===== src/hdl/pbl_pkg.sv =====
// Behaviour
// - One global enable switches all protection of the device on or off at once.
// - With the global enable off no module operates and no trip or alarm leaves any module.
// - Each module has its own enable; when it is off the module is switched off alone.
// - Each stage has a permanent trip inhibit that always suppresses its breaker trip.
// - The global protection is blocked while its assigned block signal is on, if permitted.
// - A module can be blocked temporarily by the block inputs only when its external block permit is set.
// - Two assignable block inputs exist; a permitted module is blocked while either is on.
// - A stage trip is blocked while its trip block source is on, if its trip block permit is set.
// - Any signal of the assignable signal list but the top one (code 5'h1F means none) may be selected as a block source.
// - Phase and ground current modules can also be blocked by reverse interlocking.
package pbl_pkg;

  ////////////////////////////////////////////////////////////////////////////////
  // Sizes
  localparam int NUM_MOD = 8;
  localparam int NUM_SIG = 16;
  localparam int SEL_W = 5;

  ////////////////////////////////////////////////////////////////////////////////
  // Register byte offsets
  localparam logic [7:0] OFF_GLOBAL = 8'h00;
  localparam logic [7:0] OFF_MOD_EN = 8'h04;
  localparam logic [7:0] OFF_EXB_PERMIT = 8'h08;
  localparam logic [7:0] OFF_TRIP_INH = 8'h0C;
  localparam logic [7:0] OFF_TRIP_PERMIT = 8'h10;
  localparam logic [7:0] OFF_REV_PERMIT = 8'h14;
  localparam logic [7:0] OFF_SEL = 8'h18;
  localparam logic [7:0] OFF_STATUS = 8'h1C;
  localparam logic [7:0] OFF_TRIP_STAT = 8'h20;

  ////////////////////////////////////////////////////////////////////////////////
  // Global register fields
  localparam int GLB_EN_BIT = 0;
  localparam int GLB_PERMIT_BIT = 1;
  // Selector fields in OFF_SEL: global, block one, block two, trip block source
  localparam int SEL_GLB_POS = 0;
  localparam int SEL_B1_POS = 8;
  localparam int SEL_B2_POS = 16;
  localparam int SEL_TB_POS = 24;
  // Selector value meaning nothing assigned
  localparam logic [SEL_W-1:0] SEL_NONE = 5'h1F;

  ////////////////////////////////////////////////////////////////////////////////
  // Reset values
  localparam logic [31:0] RST_GLOBAL = 32'h00000000;
  localparam logic [31:0] RST_ZERO = 32'h00000000;
  localparam logic [31:0] RST_SEL = 32'h1F1F1F1F;

  localparam logic [1:0] RESP_OKAY = 2'h0;
  localparam logic [1:0] RESP_SLVERR = 2'h2;

endpackage


===== src/hdl/pbl_protection_blocking_logic.sv =====
// Chosen here: the AXI4-Lite slave port and the address map.
`timescale 1ns/1ps
module pbl_protection_blocking_logic (
  input wire logic clk,
  input wire logic rst_b,
  input wire logic [7:0] s_axi_awaddr,
  input wire logic s_axi_awvalid,
  output logic s_axi_awready,
  input wire logic [31:0] s_axi_wdata,
  input wire logic [3:0] s_axi_wstrb,
  input wire logic s_axi_wvalid,
  output logic s_axi_wready,
  output logic [1:0] s_axi_bresp,
  output logic s_axi_bvalid,
  input wire logic s_axi_bready,
  input wire logic [7:0] s_axi_araddr,
  input wire logic s_axi_arvalid,
  output logic s_axi_arready,
  output logic [31:0] s_axi_rdata,
  output logic [1:0] s_axi_rresp,
  output logic s_axi_rvalid,
  input wire logic s_axi_rready,
  input wire logic [pbl_pkg::NUM_SIG-1:0] digitalIn,
  input wire logic [pbl_pkg::NUM_SIG-1:0] internalSig,
  input wire logic [pbl_pkg::NUM_MOD-1:0] reverseInterlock,
  input wire logic [pbl_pkg::NUM_MOD-1:0] stagePickup,
  input wire logic [pbl_pkg::NUM_MOD-1:0] stageTrip,
  output logic [pbl_pkg::NUM_MOD-1:0] stageActive,
  output logic [pbl_pkg::NUM_MOD-1:0] alarmOut,
  output logic [pbl_pkg::NUM_MOD-1:0] tripCmd,
  output logic protActive
);

  ////////////////////////////////////////////////////////////////////////////////
  // Assignable signal list: digital inputs then internal signals
  function automatic logic pick(input logic [2*pbl_pkg::NUM_SIG-1:0] list,
                                input logic [pbl_pkg::SEL_W-1:0] sel);
    if (sel == pbl_pkg::SEL_NONE) begin
      pick = 1'b0;
    end else begin
      pick = list[sel];
    end
  endfunction

  // Byte enable merge
  function automatic logic [31:0] merge(input logic [31:0] old, input logic [31:0] wd,
                                        input logic [3:0] st);
    merge = old;
    for (int i = 0; i < 4; i++) begin
      if (st[i]) begin
        merge[8*i +: 8] = wd[8*i +: 8];
      end
    end
  endfunction

  // Aligned word address inside the register map, shared by write and read decode
  function automatic logic inMap(input logic [7:0] addr);
    inMap = addr[1:0] == 2'h0 && addr <= pbl_pkg::OFF_TRIP_STAT;
  endfunction

  ////////////////////////////////////////////////////////////////////////////////
  // Pin synchronisers
  logic [pbl_pkg::NUM_SIG-1:0] digMeta_q, digSync_q;
  logic [pbl_pkg::NUM_MOD-1:0] revMeta_q, revSync_q;
  always_ff @(posedge clk) begin
    if (!rst_b) begin
      digMeta_q <= '0;
      digSync_q <= '0;
      revMeta_q <= '0;
      revSync_q <= '0;
    end else begin
      digMeta_q <= digitalIn;
      digSync_q <= digMeta_q;
      revMeta_q <= reverseInterlock;
      revSync_q <= revMeta_q;
    end
  end

  ////////////////////////////////////////////////////////////////////////////////
  // Registers
  logic [31:0] global_q, modEn_q, exbPermit_q, tripInh_q, tripPermit_q, revPermit_q, sel_q;
  logic awHeld_q, wHeld_q;
  logic [7:0] awAddr_q;
  logic [31:0] wData_q;
  logic [3:0] wStrb_q;
  logic doWrite;
  logic [7:0] wrAddr;
  logic [31:0] wrData;
  logic [3:0] wrStrb;
  logic wrHit;

  assign wrAddr = s_axi_awready && s_axi_awvalid ? s_axi_awaddr : awAddr_q;
  assign wrData = s_axi_wready && s_axi_wvalid ? s_axi_wdata : wData_q;
  assign wrStrb = s_axi_wready && s_axi_wvalid ? s_axi_wstrb : wStrb_q;
  assign doWrite = (awHeld_q || (s_axi_awready && s_axi_awvalid)) &&
                   (wHeld_q || (s_axi_wready && s_axi_wvalid)) && !s_axi_bvalid;
  assign wrHit = inMap(wrAddr);

  // Write channel capture, either order
  always_ff @(posedge clk) begin
    if (!rst_b) begin
      awHeld_q <= 1'b0;
      wHeld_q <= 1'b0;
      awAddr_q <= '0;
      wData_q <= '0;
      wStrb_q <= '0;
      s_axi_awready <= 1'b0;
      s_axi_wready <= 1'b0;
      s_axi_bvalid <= 1'b0;
      s_axi_bresp <= pbl_pkg::RESP_OKAY;
    end else begin
      s_axi_awready <= !awHeld_q && !(s_axi_awready && s_axi_awvalid) && !s_axi_bvalid;
      s_axi_wready <= !wHeld_q && !(s_axi_wready && s_axi_wvalid) && !s_axi_bvalid;
      if (s_axi_awready && s_axi_awvalid) begin
        awAddr_q <= s_axi_awaddr;
      end
      if (s_axi_wready && s_axi_wvalid) begin
        wData_q <= s_axi_wdata;
        wStrb_q <= s_axi_wstrb;
      end
      if (doWrite) begin
        awHeld_q <= 1'b0;
        wHeld_q <= 1'b0;
        s_axi_awready <= 1'b0;
        s_axi_wready <= 1'b0;
        s_axi_bvalid <= 1'b1;
        s_axi_bresp <= wrHit ? pbl_pkg::RESP_OKAY : pbl_pkg::RESP_SLVERR;
      end else begin
        if (s_axi_awready && s_axi_awvalid) begin
          awHeld_q <= 1'b1;
        end
        if (s_axi_wready && s_axi_wvalid) begin
          wHeld_q <= 1'b1;
        end
        if (s_axi_bvalid && s_axi_bready) begin
          s_axi_bvalid <= 1'b0;
        end
      end
    end
  end

  // Setting registers
  always_ff @(posedge clk) begin
    if (!rst_b) begin
      global_q <= pbl_pkg::RST_GLOBAL;
      modEn_q <= pbl_pkg::RST_ZERO;
      exbPermit_q <= pbl_pkg::RST_ZERO;
      tripInh_q <= pbl_pkg::RST_ZERO;
      tripPermit_q <= pbl_pkg::RST_ZERO;
      revPermit_q <= pbl_pkg::RST_ZERO;
      sel_q <= pbl_pkg::RST_SEL;
    end else if (doWrite) begin
      case (wrAddr)
        pbl_pkg::OFF_GLOBAL: global_q <= merge(global_q, wrData, wrStrb);
        pbl_pkg::OFF_MOD_EN: modEn_q <= merge(modEn_q, wrData, wrStrb);
        pbl_pkg::OFF_EXB_PERMIT: exbPermit_q <= merge(exbPermit_q, wrData, wrStrb);
        pbl_pkg::OFF_TRIP_INH: tripInh_q <= merge(tripInh_q, wrData, wrStrb);
        pbl_pkg::OFF_TRIP_PERMIT: tripPermit_q <= merge(tripPermit_q, wrData, wrStrb);
        pbl_pkg::OFF_REV_PERMIT: revPermit_q <= merge(revPermit_q, wrData, wrStrb);
        pbl_pkg::OFF_SEL: sel_q <= merge(sel_q, wrData, wrStrb);
        default: begin
        end
      endcase
    end
  end

  ////////////////////////////////////////////////////////////////////////////////
  // Blocking logic
  logic [2*pbl_pkg::NUM_SIG-1:0] sigList;
  logic glbBlock, blkOne, blkTwo, tripBlkSrc, globalOk;
  logic [pbl_pkg::NUM_MOD-1:0] modOk, tripOk;

  assign sigList = {internalSig, digSync_q};
  assign blkOne = pick(sigList, sel_q[pbl_pkg::SEL_B1_POS +: pbl_pkg::SEL_W]);
  assign blkTwo = pick(sigList, sel_q[pbl_pkg::SEL_B2_POS +: pbl_pkg::SEL_W]);
  assign tripBlkSrc = pick(sigList, sel_q[pbl_pkg::SEL_TB_POS +: pbl_pkg::SEL_W]);
  // Global block: permit and assigned signal
  assign glbBlock = global_q[pbl_pkg::GLB_PERMIT_BIT] &&
                    pick(sigList, sel_q[pbl_pkg::SEL_GLB_POS +: pbl_pkg::SEL_W]);
  assign globalOk = global_q[pbl_pkg::GLB_EN_BIT] && !glbBlock;

  // Per-module gating
  genvar g;
  generate
    for (g = 0; g < pbl_pkg::NUM_MOD; g++) begin : gMod
      assign modOk[g] = globalOk && modEn_q[g] &&
                        !(exbPermit_q[g] && (blkOne || blkTwo)) &&
                        !(revPermit_q[g] && revSync_q[g]);
      assign tripOk[g] = modOk[g] && !tripInh_q[g] &&
                         !(tripPermit_q[g] && tripBlkSrc);
    end
  endgenerate

  // Registered outputs
  always_ff @(posedge clk) begin
    if (!rst_b) begin
      stageActive <= '0;
      alarmOut <= '0;
      tripCmd <= '0;
      protActive <= 1'b0;
    end else begin
      protActive <= globalOk;
      stageActive <= modOk;
      alarmOut <= modOk & stagePickup;
      tripCmd <= tripOk & stageTrip;
    end
  end

  ////////////////////////////////////////////////////////////////////////////////
  // Read channel
  logic [31:0] rdMux;
  always_comb begin
    rdMux = '0;
    case (s_axi_araddr)
      pbl_pkg::OFF_GLOBAL: rdMux = global_q;
      pbl_pkg::OFF_MOD_EN: rdMux = modEn_q;
      pbl_pkg::OFF_EXB_PERMIT: rdMux = exbPermit_q;
      pbl_pkg::OFF_TRIP_INH: rdMux = tripInh_q;
      pbl_pkg::OFF_TRIP_PERMIT: rdMux = tripPermit_q;
      pbl_pkg::OFF_REV_PERMIT: rdMux = revPermit_q;
      pbl_pkg::OFF_SEL: rdMux = sel_q;
      pbl_pkg::OFF_STATUS: rdMux = {16'h0000, stageActive, 7'h00, protActive};
      pbl_pkg::OFF_TRIP_STAT: rdMux = {16'h0000, alarmOut, tripCmd};
      default: rdMux = '0;
    endcase
  end

  always_ff @(posedge clk) begin
    if (!rst_b) begin
      s_axi_arready <= 1'b0;
      s_axi_rvalid <= 1'b0;
      s_axi_rdata <= '0;
      s_axi_rresp <= pbl_pkg::RESP_OKAY;
    end else begin
      s_axi_arready <= !s_axi_rvalid && !(s_axi_arready && s_axi_arvalid);
      if (s_axi_arready && s_axi_arvalid) begin
        s_axi_arready <= 1'b0;
        s_axi_rvalid <= 1'b1;
        s_axi_rdata <= rdMux;
        s_axi_rresp <= inMap(s_axi_araddr) ? pbl_pkg::RESP_OKAY : pbl_pkg::RESP_SLVERR;
      end else if (s_axi_rvalid && s_axi_rready) begin
        s_axi_rvalid <= 1'b0;
      end
    end
  end

  ////////////////////////////////////////////////////////////////////////////////
  // Assertions
  property p_global_off;
    @(posedge clk) disable iff (!rst_b)
      !global_q[pbl_pkg::GLB_EN_BIT] |=> (tripCmd == '0 && alarmOut == '0 && !protActive);
  endproperty
  a_global_off: assert property (p_global_off) else $error("output while global off");

  property p_mod_off;
    @(posedge clk) disable iff (!rst_b)
      1'b1 |=> ((stageActive & ~$past(modEn_q[pbl_pkg::NUM_MOD-1:0])) == '0);
  endproperty
  a_mod_off: assert property (p_mod_off) else $error("disabled module active");

  property p_inhibit;
    @(posedge clk) disable iff (!rst_b)
      1'b1 |=> ((tripCmd & $past(tripInh_q[pbl_pkg::NUM_MOD-1:0])) == '0);
  endproperty
  a_inhibit: assert property (p_inhibit) else $error("trip despite inhibit");

  property p_glb_block;
    @(posedge clk) disable iff (!rst_b)
      glbBlock |=> !protActive && stageActive == '0;
  endproperty
  a_glb_block: assert property (p_glb_block) else $error("global block ignored");

  property p_no_permit;
    @(posedge clk) disable iff (!rst_b)
      (globalOk && modEn_q[0] && !exbPermit_q[0] && !(revPermit_q[0] && revSync_q[0]))
        |=> stageActive[0];
  endproperty
  a_no_permit: assert property (p_no_permit) else $error("unpermitted block");

  property p_either_block;
    @(posedge clk) disable iff (!rst_b)
      (exbPermit_q[0] && (blkOne || blkTwo)) |=> !stageActive[0];
  endproperty
  a_either_block: assert property (p_either_block) else $error("block input ignored");

  property p_trip_block;
    @(posedge clk) disable iff (!rst_b)
      (tripPermit_q[0] && tripBlkSrc) |=> !tripCmd[0];
  endproperty
  a_trip_block: assert property (p_trip_block) else $error("trip block ignored");

  property p_rev;
    @(posedge clk) disable iff (!rst_b)
      (revPermit_q[0] && revSync_q[0]) |=> !stageActive[0];
  endproperty
  a_rev: assert property (p_rev) else $error("reverse interlock ignored");

  property p_trip_ok;
    @(posedge clk) disable iff (!rst_b)
      (tripOk[0] && stageTrip[0]) |=> tripCmd[0] && stageActive[0];
  endproperty
  a_trip_ok: assert property (p_trip_ok) else $error("trip not issued");

  // Every pin bit reaches its synchroniser output exactly two edges late, once reset is two edges old
  property p_sync_delay;
    @(posedge clk) disable iff (!rst_b)
      $past(rst_b) && $past(rst_b, 2) |-> digSync_q == $past(digitalIn, 2);
  endproperty
  a_sync_delay: assert property (p_sync_delay) else $error("input sync lag wrong");

  property p_rev_sync;
    @(posedge clk) disable iff (!rst_b)
      $past(rst_b) && $past(rst_b, 2) |-> revSync_q == $past(reverseInterlock, 2);
  endproperty
  a_rev_sync: assert property (p_rev_sync) else $error("interlock sync lag wrong");

  property p_alarm_gate;
    @(posedge clk) disable iff (!rst_b)
      1'b1 |=> ((alarmOut & ~(stageActive & $past(stagePickup))) == '0);
  endproperty
  a_alarm_gate: assert property (p_alarm_gate) else $error("alarm from idle stage");

  property p_trip_gate;
    @(posedge clk) disable iff (!rst_b)
      1'b1 |=> ((tripCmd & ~(stageActive & $past(stageTrip))) == '0);
  endproperty
  a_trip_gate: assert property (p_trip_gate) else $error("trip without stage trip");

  // Bus handshakes: one write and one read at a time, answers drop once accepted
  property p_one_write;
    @(posedge clk) disable iff (!rst_b)
      s_axi_bvalid |-> !s_axi_awready && !s_axi_wready;
  endproperty
  a_one_write: assert property (p_one_write) else $error("write taken during response");

  property p_write_done;
    @(posedge clk) disable iff (!rst_b)
      s_axi_bvalid && s_axi_bready |=> !s_axi_bvalid;
  endproperty
  a_write_done: assert property (p_write_done) else $error("write response not retired");

  property p_one_read;
    @(posedge clk) disable iff (!rst_b)
      s_axi_rvalid |-> !s_axi_arready;
  endproperty
  a_one_read: assert property (p_one_read) else $error("read taken during response");

  property p_read_done;
    @(posedge clk) disable iff (!rst_b)
      s_axi_rvalid && s_axi_rready |=> !s_axi_rvalid;
  endproperty
  a_read_done: assert property (p_read_done) else $error("read response not retired");

endmodule


===== config.mk =====
export PLATFORM = sky130hd
export DESIGN_NAME = pbl_protection_blocking_logic
export DESIGN_NICKNAME = d
export VERILOG_FILES = /design/src/hdl/pbl_pkg.sv /design/src/hdl/pbl_protection_blocking_logic.sv
export SDC_FILE = /design/constraint.sdc
export NUM_CORES = 1
export LEC_CHECK = 0
export BUFFER_PORTS_ARGS = -buffer_cell sky130_fd_sc_hd__buf_2
export CORE_AREA = 2 2 174 261
export CTS_CLUSTER_DIAMETER = 50
export CTS_CLUSTER_SIZE = 20
export DETAILED_ROUTE_END_ITERATION = 16
export DIE_AREA = 0 0 176 263
export PLACE_DENSITY = 0.64
export SYNTH_ARGS = -nofsm -noshare
export SYNTH_HDL_FRONTEND = slang
export SYNTH_SLANG_ARGS = --single-unit

===== constraint.sdc =====
create_clock -name clk -period 3 [get_ports clk]
set_clock_uncertainty 0.05 [all_clocks]
set_input_delay 0.6 -clock clk [delete_from_list [all_inputs] [get_ports clk]]
set_output_delay 0.6 -clock clk [all_outputs]
set_load 0.05 [all_outputs]

After elaboration in Yosys (flattened, before gate mapping)
Cells that the tools add are included.
{"block": "word_totals", "regBits": 384, "output_inout_bits": 66, "wordCells": 257}
{"block": "op_classes", "n_lt_le_gt_ge": 6, "eq_ne": 18, "muxes": 22, "bitwise_logic": 3, "reduce_logical": 159}
{"op": "$pmux W32 S9", "n": 1}
{"op": "$reduce_and A3 Y1", "n": 28}
{"op": "$logic_and A1 B1 Y1", "n": 80}
{"op": "$eq A8 B5 Y1 const B", "n": 7}
{"op": "$logic_not A1 Y1", "n": 40}
{"op": "$eq A8 B4 Y1 const B", "n": 4}
{"op": "$mux W32", "n": 1}
{"op": "$lt A5 B6 Y1 const B", "n": 4}
{"op": "$bmux W1 S5", "n": 4}
{"op": "$eq A5 B5 Y1 const B", "n": 4}
{"op": "$and A8 B8 Y8", "n": 2}
{"op": "$eq A8 B3 Y1 const B", "n": 2}
{"op": "$le A8 B6 Y1 const B", "n": 2}
{"op": "$logic_not A8 Y1", "n": 2}
{"op": "$mux W1", "n": 12}
{"op": "$eq A8 B6 Y1 const B", "n": 1}
{"op": "$mux W8", "n": 1}
{"op": "$logic_not A2 Y1", "n": 2}
{"op": "$mux W2", "n": 2}
{"op": "$mux W4", "n": 1}
{"op": "$reduce_bool A2 Y1", "n": 2}
{"op": "$reduce_or A2 Y1", "n": 2}
{"op": "$logic_or A1 B1 Y1", "n": 3}
{"op": "$not A1 Y1", "n": 1}

Depth between registers and ports, before layout
Gate-level depths: netlist of the first run.
{"block": "logic_depth", "ltp_word": 12, "ltp_mapped": 9, "depth_no_buf": 6}

Worst setup path after synthesis of the first run
No wires, ideal clock.
{"block": "synth_path", "path_kind": "flip-flop to flip-flop", "from": "reg s_axi_awready", "to": "reg global_q[31]", "setup_time_ps": 118, "t_arrival_ps": 2320, "slack_ps": 512, "path_stages_with_launch": 10, "period_less_slack_ps": 2488, "cell_sequence": "dfxtp_1 -> buf_2 -> a21oi_1 -> or2_2 -> buf_2 -> a21oi_2 -> clkbuf_1 -> nand2_1 -> nor2_1 -> nor3b_1"}
{"block": "synth_between", "elab_chain_cells": 5, "word_cells_on_any_way": 7, "cone_classes": "mux (1); reduce/logical (6)"}
{"element": "start, declared", "line": "pbl_protection_blocking_logic.sv:8", "rtl": "output logic s_axi_awready,"}
{"element": "start signal, assigned", "line": "pbl_protection_blocking_logic.sv:112", "rtl": "s_axi_awready <= !awHeld_q && !(s_axi_awready && s_axi_awvalid) && !s_axi_bvalid;"}
{"element": "$logic_and A1 B1 Y1 (*)", "line": "pbl_protection_blocking_logic.sv:92, pbl_protection_blocking_logic.sv:95"}
{"element": "parallel branches: the longest is 3 deep, another holds $mux W8"}
{"element": "$reduce_and A3 Y1 (no line) (*)"}
{"element": "end signal, assigned", "line": "pbl_protection_blocking_logic.sv:145", "rtl": "global_q <= pbl_pkg::RST_GLOBAL;"}
{"element": "end signal, assigned", "line": "pbl_protection_blocking_logic.sv:154", "rtl": "pbl_pkg::OFF_GLOBAL: global_q <= merge(global_q, wrData, wrStrb);"}
{"element": "end, declared", "line": "pbl_protection_blocking_logic.sv:81", "rtl": "logic [31:0] global_q, modEn_q, exbPermit_q, tripInh_q, tripPermit_q, revPermit_q, sel_q;"}
Every way passes the cells marked *.
A chain may end at the register's enable or synchronous reset.

Worst setup path in the final report of the first run
{"block": "layout_path", "from": "reg sel_q[1]", "to": "reg tripCmd[0] (netlist name)"}
{"block": "layout_between", "elab_chain_cells": 12, "word_cells_on_any_way": 13, "cone_classes": "eq/ne (1); mux (3); bitwise (1); reduce/logical (8)"}
{"element": "start, declared", "line": "pbl_protection_blocking_logic.sv:81"}
{"element": "start signal, assigned", "line": "pbl_protection_blocking_logic.sv:151", "rtl": "sel_q <= pbl_pkg::RST_SEL;"}
{"element": "start signal, assigned", "line": "pbl_protection_blocking_logic.sv:160", "rtl": "pbl_pkg::OFF_SEL: sel_q <= merge(sel_q, wrData, wrStrb);"}
{"element": "$bmux W1 S5", "line": "pbl_protection_blocking_logic.sv:41", "rtl": "pick = list[sel];"}
{"element": "$mux W1 (implied by the code)", "line": "pbl_protection_blocking_logic.sv:41"}
{"element": "$mux W1 (*)", "line": "pbl_protection_blocking_logic.sv:38", "rtl": "if (sel == pbl_pkg::SEL_NONE) begin"}
{"element": "$logic_and A1 B1 Y1 (*)", "line": "pbl_protection_blocking_logic.sv:178", "rtl": "assign glbBlock = global_q[pbl_pkg::GLB_PERMIT_BIT] &&"}
{"element": "$logic_not A1 Y1 (*)", "line": "pbl_protection_blocking_logic.sv:180", "rtl": "assign globalOk = global_q[pbl_pkg::GLB_EN_BIT] && !glbBlock;"}
{"element": "$logic_and A1 B1 Y1 (*)", "line": "pbl_protection_blocking_logic.sv:180"}
{"element": "$logic_and A1 B1 Y1 (*) (2 in series)", "line": "pbl_protection_blocking_logic.sv:186", "rtl": "assign modOk[g] = globalOk && modEn_q[g] &&"}
{"element": "$logic_and A1 B1 Y1 (*)", "line": "pbl_protection_blocking_logic.sv:187", "rtl": "!(exbPermit_q[g] && (blkOne || blkTwo)) &&"}
{"element": "$logic_and A1 B1 Y1 (*) (2 in series)", "line": "pbl_protection_blocking_logic.sv:189", "rtl": "assign tripOk[g] = modOk[g] && !tripInh_q[g] &&"}
{"element": "$and A8 B8 Y8 (*)", "line": "pbl_protection_blocking_logic.sv:205", "rtl": "tripCmd <= tripOk & stageTrip;"}
{"element": "end signal, assigned", "line": "pbl_protection_blocking_logic.sv:205"}
{"element": "end, declared", "line": "pbl_protection_blocking_logic.sv:30", "rtl": "output logic [pbl_pkg::NUM_MOD-1:0] tripCmd,"}
Mark *: on every way between the ends. The rest lies on a longest branch, timed or not. The select of a mux whose other input is x is not followed.

==> results of run 1 <==
## routing by layer
layer,wire (um),vias up,share of wire (%)
met4,2380,0,4.4
li1,-,7194,-
met1,21400,7272,40
met5,0,-,0
met2,27200,568,50
met3,2950,126,5.5
## cell families after synthesis
logic type             after synthesis
flip-flops                         382
other                                1
AO/OA/AOI/OAI                      549
AND/OR/NAND/NOR                    799
buffers and inverters              167
multiplexers                        54
## stage by stage
step | power, mW | std cells | worst slack (ps) | utilization (%)
finish | 10.6 | 2661 | 286 | 44.8
global placement | 6.23 | 2604 | 210 | 42.3
floorplan | 5.88 | 1953 | 512 | -
CTS | 10.6 | 2660 | 334 | 44.8
detailed placement | 6.25 | 2604 | 128 | 42.3
global route | 10.9 | 2661 | 106 | 44.8
## critical path, delay by kind of cell (launching register included)
kind | cells | cell delay, ps
AND/OR/NAND/NOR | 2 | 440
multiplexers | 1 | 430
AO/OA/AOI/OAI | 3 | 560
flip-flops | 1 | 800
buffers and inverters | 1 | 320
## cells in the final DEF (no fill, tap or decap), types with 31 or more instances in the layout
cell       instances
dfxtp_1          382
a21oi_1          292
nor2_1           237
nor3b_1          205
nand2_1          178
buf_2            177
and2_1            85
a22o_1            72
buf_4             44
a22oi_1           41
o21ai_0           36
clkbuf_16         31
## state kept, by name, indices dropped and copies added, names as in the netlist, 8 cells and up
signal and count:
tripPermit_q 32, tripCmd 8, global_q 32, modEn_q 32, revPermit_q 32, tripInh_q 32
revSync_q 8, sel_q 32, wData_q 32, s_axi_rdata 32, alarmOut 8, exbPermit_q 32
digMeta_q 16, revMeta_q 8, stageActive 8, digSync_q 16, awAddr_q 8
## area by class of cell
cell class                 count  area [um2]  area share (%)
multi-input combinational   1404        8690            44.2
sequential                   382        7650            38.9
timing repair buffer         233        1450            7.37
clock buffer                  33         803            4.09
tap                          576         721            3.67
clock inverter                23         305            1.55
inverter                       9        33.8           0.172
antenna                        1        2.50          0.0127
## report_power, final
part | switching, mW | internal [mW]
Combinational | 0.634 | 0.306
Sequential | 0.0419 | 5.15
Clock | 2.13 | 2.30
## worst paths after layout
check	startpoint	end	slack [ps]
min	reverseInterlock[1]	revMeta_q[1]$_SDFF_PN0_	160
max reg2reg	sel_q[1]$_SDFFE_PN1P_	tripCmd[0]$_SDFF_PN0_	290
min reg2reg	awHeld_q$_SDFFE_PP0P_	s_axi_awready$_SDFF_PP0_	370
max	sel_q[1]$_SDFFE_PN1P_	tripCmd[0]$_SDFF_PN0_	290
==> flow_metrics.env, run 1 <==
export IMPL_status="completed"
export IMPL_die_h_um=263
export IMPL_avgSynthCellArea_um2=8.71
export IMPL_post_cts_resized=0
export IMPL_met2_usage_pct=40.2
export IMPL_die_w_um=176
export IMPL_wl_per_cell_um=20.2
export IMPL_drive_gt1_share_pct=16.5
export IMPL_grt_max_degree=197
export IMPL_yosys_area_share_simple_pct=25.5
export IMPL_power_density_nw_per_um2=537
export IMPL_cts_made_buffers=31
export IMPL_core_region_area_um2=43900
export IMPL_finalHoldViolCount=0
export IMPL_async_reset_ff_share_pct=0
export IMPL_synth_area_leaders="dfxtp_1 (45%), nor3b_1 (9.1%), a21oi_1 (8.6%), nor2_1 (5.2%), nand2_1 (3.9%)"
export IMPL_via_per_inst=5.70
export IMPL_synth_main_ff_cell="dfxtp_1"
export IMPL_area_growth_synth_to_final_pct=15.6
export IMPL_synth_mux_area_share_pct=4.89
export IMPL_synth_most_common_cell="dfxtp_1"
export IMPL_gr_total_overflow=0
export IMPL_fin_nets=2176
export IMPL_clock_root_buffer="clkbuf_16"
export IMPL_ant_nets=0
export IMPL_maxCapViolations=0
export IMPL_tightestPinTransition_ps=1020
export IMPL_slew_limit_headroom_pct=31.9
export IMPL_initial_core_util_pct=38.8
export IMPL_stdcell_area_um2=19600
export IMPL_ys_types=57
export IMPL_cp_data_required_time_ps=3450
export IMPL_synth_edf_count=0
export IMPL_port_buffers=178
export IMPL_rows=94
export IMPL_holdCritPathClass="input port to register"
export IMPL_synth_warnings=0
export IMPL_cp_start_kind="register"
export IMPL_synth_top_area_share_pct=45.0
export IMPL_drv_slew=0
export IMPL_cts_setup_buffers=0
export IMPL_drt_initial_drc_count=1356
export IMPL_dpl_hpwl_mm=37.0
export IMPL_synth_compound_area_share_pct=20.2
export IMPL_drc=0
export IMPL_cp_slowest_stage_delay_ps=800
export IMPL_wl_mm=53.8
export IMPL_placed_cell_area_um2=18500
export IMPL_synth_top_cell_by_area="dfxtp_1"
export IMPL_grt_pass1_vias=14600
export IMPL_netlist_area_um2=17000
export IMPL_synth_seq_cells=382
export IMPL_setup_tns_ps=0
export IMPL_crit_fanout=25
export IMPL_worst_setup_path_end_kind="register"
export IMPL_ios=181
export IMPL_die_area_um2=46300
export IMPL_fillers=4216
export IMPL_fmax_ghz=0.368
export IMPL_cp_cell_sequence="mux2_2 -> o2111ai_1 -> o311ai_1 -> nor4_4 -> buf_4 -> nand4_1 -> a221oi_1"
export IMPL_grt_usage_pct=22.5
export IMPL_cts_tree="yes"
export IMPL_rr_worst_depth=7
export IMPL_met1_usage_pct=27.1
export IMPL_setup_viol=0
export IMPL_rsz0062_at_grt="false"
export IMPL_drt_pass1_iterations=6
export IMPL_worstPathArrival_ps=3160
export IMPL_min_path_cells=2
export IMPL_synth_top_family_by_area="simple AND/OR/NAND/NOR gates"
export IMPL_syn_inst=1952
export IMPL_clk_pin_slew_worst_paths_ps=80
export IMPL_netlist_top_cells_count="dfxtp_1 (382), a21oi_1 (292), nor2_1 (237), nor3b_1 (206), nand2_1 (178)"
export IMPL_vias=15200
export IMPL_grt_busiest_layer="met2"
export IMPL_hold_buffers=0
export IMPL_met3_usage_pct=2.56
export IMPL_crit_type="register to register"
export IMPL_ys_seq_area_share_pct=45.0
export IMPL_clockBufferDepth=3
export IMPL_clock_latency_ps=600
export IMPL_fin_crit_sh_pct=90.5
export IMPL_ir_worst_vdd_mv=0.447
export IMPL_antenna_found_initial=1
export IMPL_grt_pass1_wl_mm=83.1
export IMPL_leakage_nw=7.66
export IMPL_place_congestion=0.915
export IMPL_cp_slowest_cell="dfxtp_1"
export IMPL_cts_htree_levels=1
export IMPL_synth_fa_ha_area_share_pct=0
export IMPL_synth_xor_xnor_area_share_pct=0
export IMPL_whs_ps=156
export IMPL_fin_crit_ps=2710
export IMPL_clock_sinks=382
(Power assumes the default switching activity.)
==> run 2, diff against run 1 <==
--- a/config.mk
+++ b/config.mk
@@ -5,13 +5,15 @@
 export SDC_FILE = /design/constraint.sdc
 export NUM_CORES = 1
 export LEC_CHECK = 0
+export ABC_AREA = 1
 export BUFFER_PORTS_ARGS = -buffer_cell sky130_fd_sc_hd__buf_2
-export CORE_AREA = 2 2 174 261
+export CORE_AREA = 2 2 170 256
 export CTS_CLUSTER_DIAMETER = 50
 export CTS_CLUSTER_SIZE = 20
 export DETAILED_ROUTE_END_ITERATION = 16
-export DIE_AREA = 0 0 176 263
-export PLACE_DENSITY = 0.64
+export DIE_AREA = 0 0 172 258
+export GPL_TIMING_DRIVEN = 0
+export PLACE_DENSITY = 0.53
 export SYNTH_ARGS = -nofsm -noshare
 export SYNTH_HDL_FRONTEND = slang
 export SYNTH_SLANG_ARGS = --single-unit
==> flow_metrics.env, run 2 <==
export IMPL_grt_max_degree=21
export IMPL_die_h_um=258
export IMPL_cp_data_required_time_ps=3380
export IMPL_die_w_um=172
export IMPL_avgSynthCellArea_um2=7.36
export IMPL_vias=15800
export IMPL_core_region_area_um2=42400
export IMPL_placed_cell_area_um2=17900
export IMPL_p_int_mw=8.06
export IMPL_cts_tree="yes"
export IMPL_cp_cell_sequence="nand2_4 -> or2_0 -> o21ai_2 -> nand2_4 -> nor3_4 -> nand3_1 -> buf_2 -> o21ai_0 -> a21oi_1"
export IMPL_gr_total_overflow=0
export IMPL_synth_top_cell_by_area="dfxtp_1"
export IMPL_cp_slowest_cell="nor3_4"
export IMPL_p_sw_share_pct=26.5
export IMPL_antenna_found_initial=1
export IMPL_maxCapViolations=0
export IMPL_die_area_um2=44400
export IMPL_total_power_mw=11.0
export IMPL_syn_inst=2209
export IMPL_fillers=4473
export IMPL_clockBufferDepth=3
export IMPL_stdcell_area_um2=19100
export IMPL_final_cell_mix="inv_1 (383), dfxtp_1 (382), nand2_1 (329), o21ai_0 (279), a21oi_1 (241)"
export IMPL_initial_core_util_pct=38.4
export IMPL_worst_setup_path_end_kind="register"
export IMPL_finalHoldViolCount=0
export IMPL_async_reset_ff_share_pct=0
export IMPL_drc=0
export IMPL_holdCritPathClass="input port to register"
export IMPL_grt_usage_pct=29.0
export IMPL_netlist_top_cells_count="inv_1 (384), dfxtp_1 (382), nand2_1 (329), o21ai_0 (279), a21oi_1 (241)"
export IMPL_cp_start_kind="register"
export IMPL_place_congestion=0.973
export IMPL_fin_crit_ps=2900
export IMPL_combPwrFrac_pct=9.1
export IMPL_synth_seq_cells=382
export IMPL_synth_main_ff_cell="dfxtp_1"
export IMPL_synth_area_leaders="dfxtp_1 (47%), inv_1 (8.9%), o21ai_0 (8.6%), nand2_1 (7.6%), a21oi_1 (7.4%)"
export IMPL_port_buffers=177
export IMPL_clk_pin_slew_worst_paths_ps=70
export IMPL_drt_initial_drc_count=1389
export IMPL_p_sw_mw=2.91
export IMPL_clock_latency_ps=550
export IMPL_rows=93
export IMPL_p_clk_share_pct=43.7
export IMPL_rsz0062_at_grt="true"
export IMPL_grt_pass1_wl_mm=95.1
export IMPL_hold_buffers=0
export IMPL_num_antenna_cells=0
export IMPL_cts_made_buffers=34
export IMPL_crit_type="register to register"
export IMPL_fin_crit_sh_pct=96.8
export IMPL_cp_slowest_stage_delay_ps=670
export IMPL_fin_nets=2537
export IMPL_leakage_nw=8.24
export IMPL_dpl_hpwl_mm=49.1
export IMPL_clock_sinks=382
export IMPL_cts_htree_levels=2
export IMPL_via_per_inst=5.24
export IMPL_drv_slew=0
export IMPL_area_growth_synth_to_final_pct=17.5
export IMPL_synth_warnings=0
export IMPL_wl_mm=64.7
export IMPL_status="completed"
export IMPL_ys_seq_area_share_pct=47.0
export IMPL_clock_root_buffer="clkbuf_16"
export IMPL_pre_cts_slack_ps=-647
export IMPL_synth_edf_count=0
export IMPL_ir_worst_vdd_mv=0.435
export IMPL_postLayoutCoreUtil_pct=45.1
export IMPL_crit_top_cell="nand2_4"
export IMPL_crit_fanout=10
export IMPL_seqPwrFrac_pct=47.3
export IMPL_fin_ws_ps=95.6
export IMPL_power_density_nw_per_um2=574
export IMPL_slew_limit_headroom_pct=13.6
export IMPL_ios=181
export IMPL_ys_types=39
export IMPL_ant_nets=0
export IMPL_synth_top_area_share_pct=47.0
export IMPL_netlist_area_um2=16300
export IMPL_drt_pass1_iterations=6
export IMPL_drive_gt1_share_pct=14.3
export IMPL_wl_per_cell_um=21.4
export IMPL_tightestPinTransition_ps=1280
export IMPL_grt_pass1_vias=15200
export IMPL_synth_most_common_cell="inv_1"
export IMPL_fmax_ghz=0.344
export IMPL_setup_viol=0
export IMPL_final_common_cell="inv_1"
export IMPL_worstPathArrival_ps=3280
run 2: cell types whose count changed in the layout (fill, tap and decap cells not counted), moves of 85 or more:
cell     delta
and2_1     -85
inv_1     +374
nand2_1   +151
nand3_1    +87
nor2_1    -150
nor3b_1   -205
o21ai_0   +243
run 2: through the flow:
step	instances	hold WS, ps	setup TNS [ps]
6_report	3017	180	0
5_1_grt	3017	187	-12.0
4_1_cts	3018	163	0
3_5_place_dp	2957	345	-28180
3_3_place_gp	2957	344	-25650
2_1_floorplan	2210	340	0
run 2: per-layer routing:
layer  vias up  part of all wire (%)  global-route usage [%]  wire (um)
met5         -                     0                       0          0
met2       607                    49                    50.5      31800
met3       163                   5.9                    3.57       3810
li1       7639                     -                       -          -
met4         0                   6.0                    15.7       3910
met1      7385                    39                    34.5      25200
run 2: kinds of logic after synthesis:
group           share of synthesized area (%)
compound gates                           22.3
flops                                    47.0
buf+inv                                  12.1
mux                                     0.431
other cells                            0.0231
simple gates                             18.1
run 2: power groups by stage:
stage	logic (mW)	registers (mW)	clock network [mW]
after detailed placement	0.975	5.31	0
after global routing	1.08	5.20	5.04
after CTS	0.980	5.19	4.85
after global placement	0.971	5.30	0
final	0.997	5.19	4.79
after floorplan	0.526	5.33	0
run 2: what timing repair did:
| action | in CTS | in global routing |
|---|---|---|
| pin swaps | 0 | 2 |
| endpoints found under the setup margin | 32 | 34 |
| resized for setup | 1 | 12 |
| buffers inserted | 0 | 3 |
run 2: worst max-delay path: cells and delay by family (launching register included):
family / cells / cell delay, ps
DFF: 1 / 370
AOI/OAI and AO/OA: 3 / 330
buffers and inverters: 1 / 350
and+or+nand+nor: 5 / 1670
run 2: layout make-up:
type                            instances  area, um2  share of cell area (%)
Buffer                                113        515                    2.70
Clock buffer                           39        901                    4.71
Clock inverter                         22        288                    1.51
Inverter                              389       1460                    7.64
Multi-Input combinational cell       1322       6670                    34.9
Sequential cell                       382       7650                    40.0
Tap cell                              570        713                    3.73
Timing Repair Buffer                  180        921                    4.82
run 2: final timing paths:
kind | startpoint | to | slack [ps] | cells past startpoint
min reg2reg | revMeta_q[5]$_SDFF_PN0_ | revSync_q[5]$_SDFF_PN0_ | 360 | 2
min | digitalIn[3] | digMeta_q[3]$_SDFF_PN0_ | 180 | 3
max | s_axi_awready$_SDFF_PP0_ | tripPermit_q[6]$_SDFFE_PN0P_ | 100 | 9
max reg2reg | s_axi_awready$_SDFF_PP0_ | tripPermit_q[6]$_SDFFE_PN0P_ | 100 | 9
==> run 3, diff against run 2 <==
--- a/config.mk
+++ b/config.mk
@@ -7,13 +7,13 @@
 export LEC_CHECK = 0
 export ABC_AREA = 1
 export BUFFER_PORTS_ARGS = -buffer_cell sky130_fd_sc_hd__buf_2
-export CORE_AREA = 2 2 170 256
+export CORE_AREA = 2 2 168 252
 export CTS_CLUSTER_DIAMETER = 50
 export CTS_CLUSTER_SIZE = 20
 export DETAILED_ROUTE_END_ITERATION = 16
-export DIE_AREA = 0 0 172 258
+export DIE_AREA = 0 0 170 254
 export GPL_TIMING_DRIVEN = 0
-export PLACE_DENSITY = 0.53
+export PLACE_DENSITY = 0.55
 export SYNTH_ARGS = -nofsm -noshare
 export SYNTH_HDL_FRONTEND = slang
 export SYNTH_SLANG_ARGS = --single-unit
==> flow_metrics.env, run 3 (same netlist as run 2, synthesis figures left out) <==
export IMPL_cts_made_buffers=31
export IMPL_ant_nets=0
export IMPL_place_inst=2898
export IMPL_fin_crit_sh_pct=97.3
export IMPL_die_w_um=170
export IMPL_core_region_area_um2=41000
export IMPL_cts_htree_levels=1
export IMPL_cts_tree="yes"
export IMPL_gr_total_overflow=0
export IMPL_clock_latency_ps=610
export IMPL_met3_length_mm=4.14
export IMPL_clock_sinks=382
export IMPL_area_growth_synth_to_final_pct=16.3
export IMPL_cp_start_kind="register"
export IMPL_grt_max_degree=21
export IMPL_p_int_mw=7.53
export IMPL_setup_tns_ps=0
export IMPL_p_sw_share_pct=28.0
export IMPL_slew_limit_headroom_pct=18.8
export IMPL_crit_type="register to register"
export IMPL_maxCapViolations=0
export IMPL_clk_pin_slew_worst_paths_ps=80
export IMPL_fin_nets=2536
export IMPL_antenna_found_initial=1
export IMPL_die_area_um2=43200
export IMPL_grt_usage_pct=29.2
export IMPL_grt_pass1_wl_mm=93.5
export IMPL_worst_setup_path_end_kind="register"
export IMPL_ir_worst_vdd_mv=0.471
export IMPL_finalHoldViolCount=0
export IMPL_p_sw_mw=2.93
export IMPL_final_cell_mix="inv_1 (384), dfxtp_1 (382), nand2_1 (329), o21ai_0 (279), a21oi_1 (241)"
export IMPL_drv_slew=0
export IMPL_fillers=4351
export IMPL_rows=91
export IMPL_highest_layer="met4"
export IMPL_setup_viol=0
export IMPL_drc=0
export IMPL_clockBufferDepth=3
export IMPL_wl_met1_mm=24.5
export IMPL_rsz0062_at_grt="false"
export IMPL_leakage_nw=8.20
export IMPL_vias=15800
export IMPL_die_h_um=254
export IMPL_fin_crit_ps=2920
export IMPL_final_common_cell="inv_1"
export IMPL_initial_core_util_pct=39.7
export IMPL_seqPwrFrac_pct=49.6
export IMPL_drt_pass1_iterations=7
export IMPL_drt_initial_drc_count=1522
export IMPL_holdCritPathClass="input port to register"
export IMPL_fmax_ghz=0.343
export IMPL_met2_length_mm=31.4
export IMPL_drive_gt1_share_pct=14.2
export IMPL_worstPathArrival_ps=3360
export IMPL_port_buffers=177
export IMPL_crit_fanout=10
export IMPL_wl_per_cell_um=21.5
export IMPL_wl_mm=63.6
export IMPL_cp_data_required_time_ps=3440
export IMPL_place_congestion=0.963
export IMPL_via_per_inst=5.34
export IMPL_p_clk_share_pct=40.9
export IMPL_finalNonFillerCells=2957
export IMPL_tightestPinTransition_ps=1200
export IMPL_grt_pass1_vias=15200
export IMPL_dpl_hpwl_mm=48.3
export IMPL_combPwrFrac_pct=9.5
export IMPL_power_density_nw_per_um2=553
export IMPL_hold_buffers=0
export IMPL_clock_root_buffer="clkbuf_16"
export IMPL_ios=181
export IMPL_status="completed"
[run 3: final cells by class]
cell class / instances / area, um2 / share of cell area [%]
clock buffer: 34 / 797 / 4.22
tap: 511 / 639 / 3.38
timing repair buffer: 181 / 941 / 4.98
sequential: 382 / 7650 / 40.4
multi-input combinational: 1322 / 6660 / 35.2
clock inverter: 23 / 258 / 1.36
buffer: 114 / 507 / 2.68
inverter: 389 / 1460 / 7.72
antenna: 1 / 2.50 / 0.0132
[run 3: per-layer routing]
layer	track usage (%)	up-vias
met1	34.8	7348
li1	-	7632
met3	2.90	149
met2	51.8	658
met5	0	-
met4	15.1	0
[run 3: through the flow]
stage	total power, mW	worst slack, ps	util (%)	hold WS [ps]	instance area, um2
4_1_cts	10.5	15.0	46.0	97.8	18900
5_1_grt	10.8	2.33	46.1	122	18900
3_3_place_gp	6.27	-555	43.4	343	17800
6_report	10.5	82.2	46.1	116	18900
2_1_floorplan	5.85	506	-	340	16300
3_5_place_dp	6.28	-566	43.4	346	17800
[run 3: critical path, stage by stage (launching register included)]
cell and delay, ps:
dfxtp_1 340, nand2_4 150, inv_2 90, or2_2 290, o21ai_2 80, inv_1 80, nor3_2 400, buf_4 370
nand3_1 370, buf_2 360, o21ai_0 170, a21oi_1 60
[run 3: worst paths after layout]
kind / cells past startpoint / endpoint / startpoint / slack (ps)
worst max-delay path: 11 / tripPermit_q[7]$_SDFFE_PN0P_ / s_axi_awready$_SDFF_PP0_ / 80
worst min-delay path: 3 / revMeta_q[1]$_SDFF_PN0_ / reverseInterlock[1] / 120
worst max register to register: 11 / tripPermit_q[7]$_SDFFE_PN0P_ / s_axi_awready$_SDFF_PP0_ / 80
worst min register to register: 2 / revSync_q[3]$_SDFF_PN0_ / revMeta_q[3]$_SDFF_PN0_ / 360
[run 3: timing repair]
action / CTS / global route
pin swaps: 0 / 2
resized for setup: 1 / 8
endpoints found under the setup margin: 32 / 28
buffers inserted: 0 / 4
endpoints found under the hold margin: 0 / 0
[run 3: power by group through the flow]
stage	combinational, mW	sequential [mW]	clock [mW]
floorplan	0.526	5.33	0
global placement	0.964	5.30	0
detailed placement	0.970	5.31	0
CTS	0.975	5.19	4.35
global route	1.07	5.20	4.54
finish	0.996	5.19	4.28
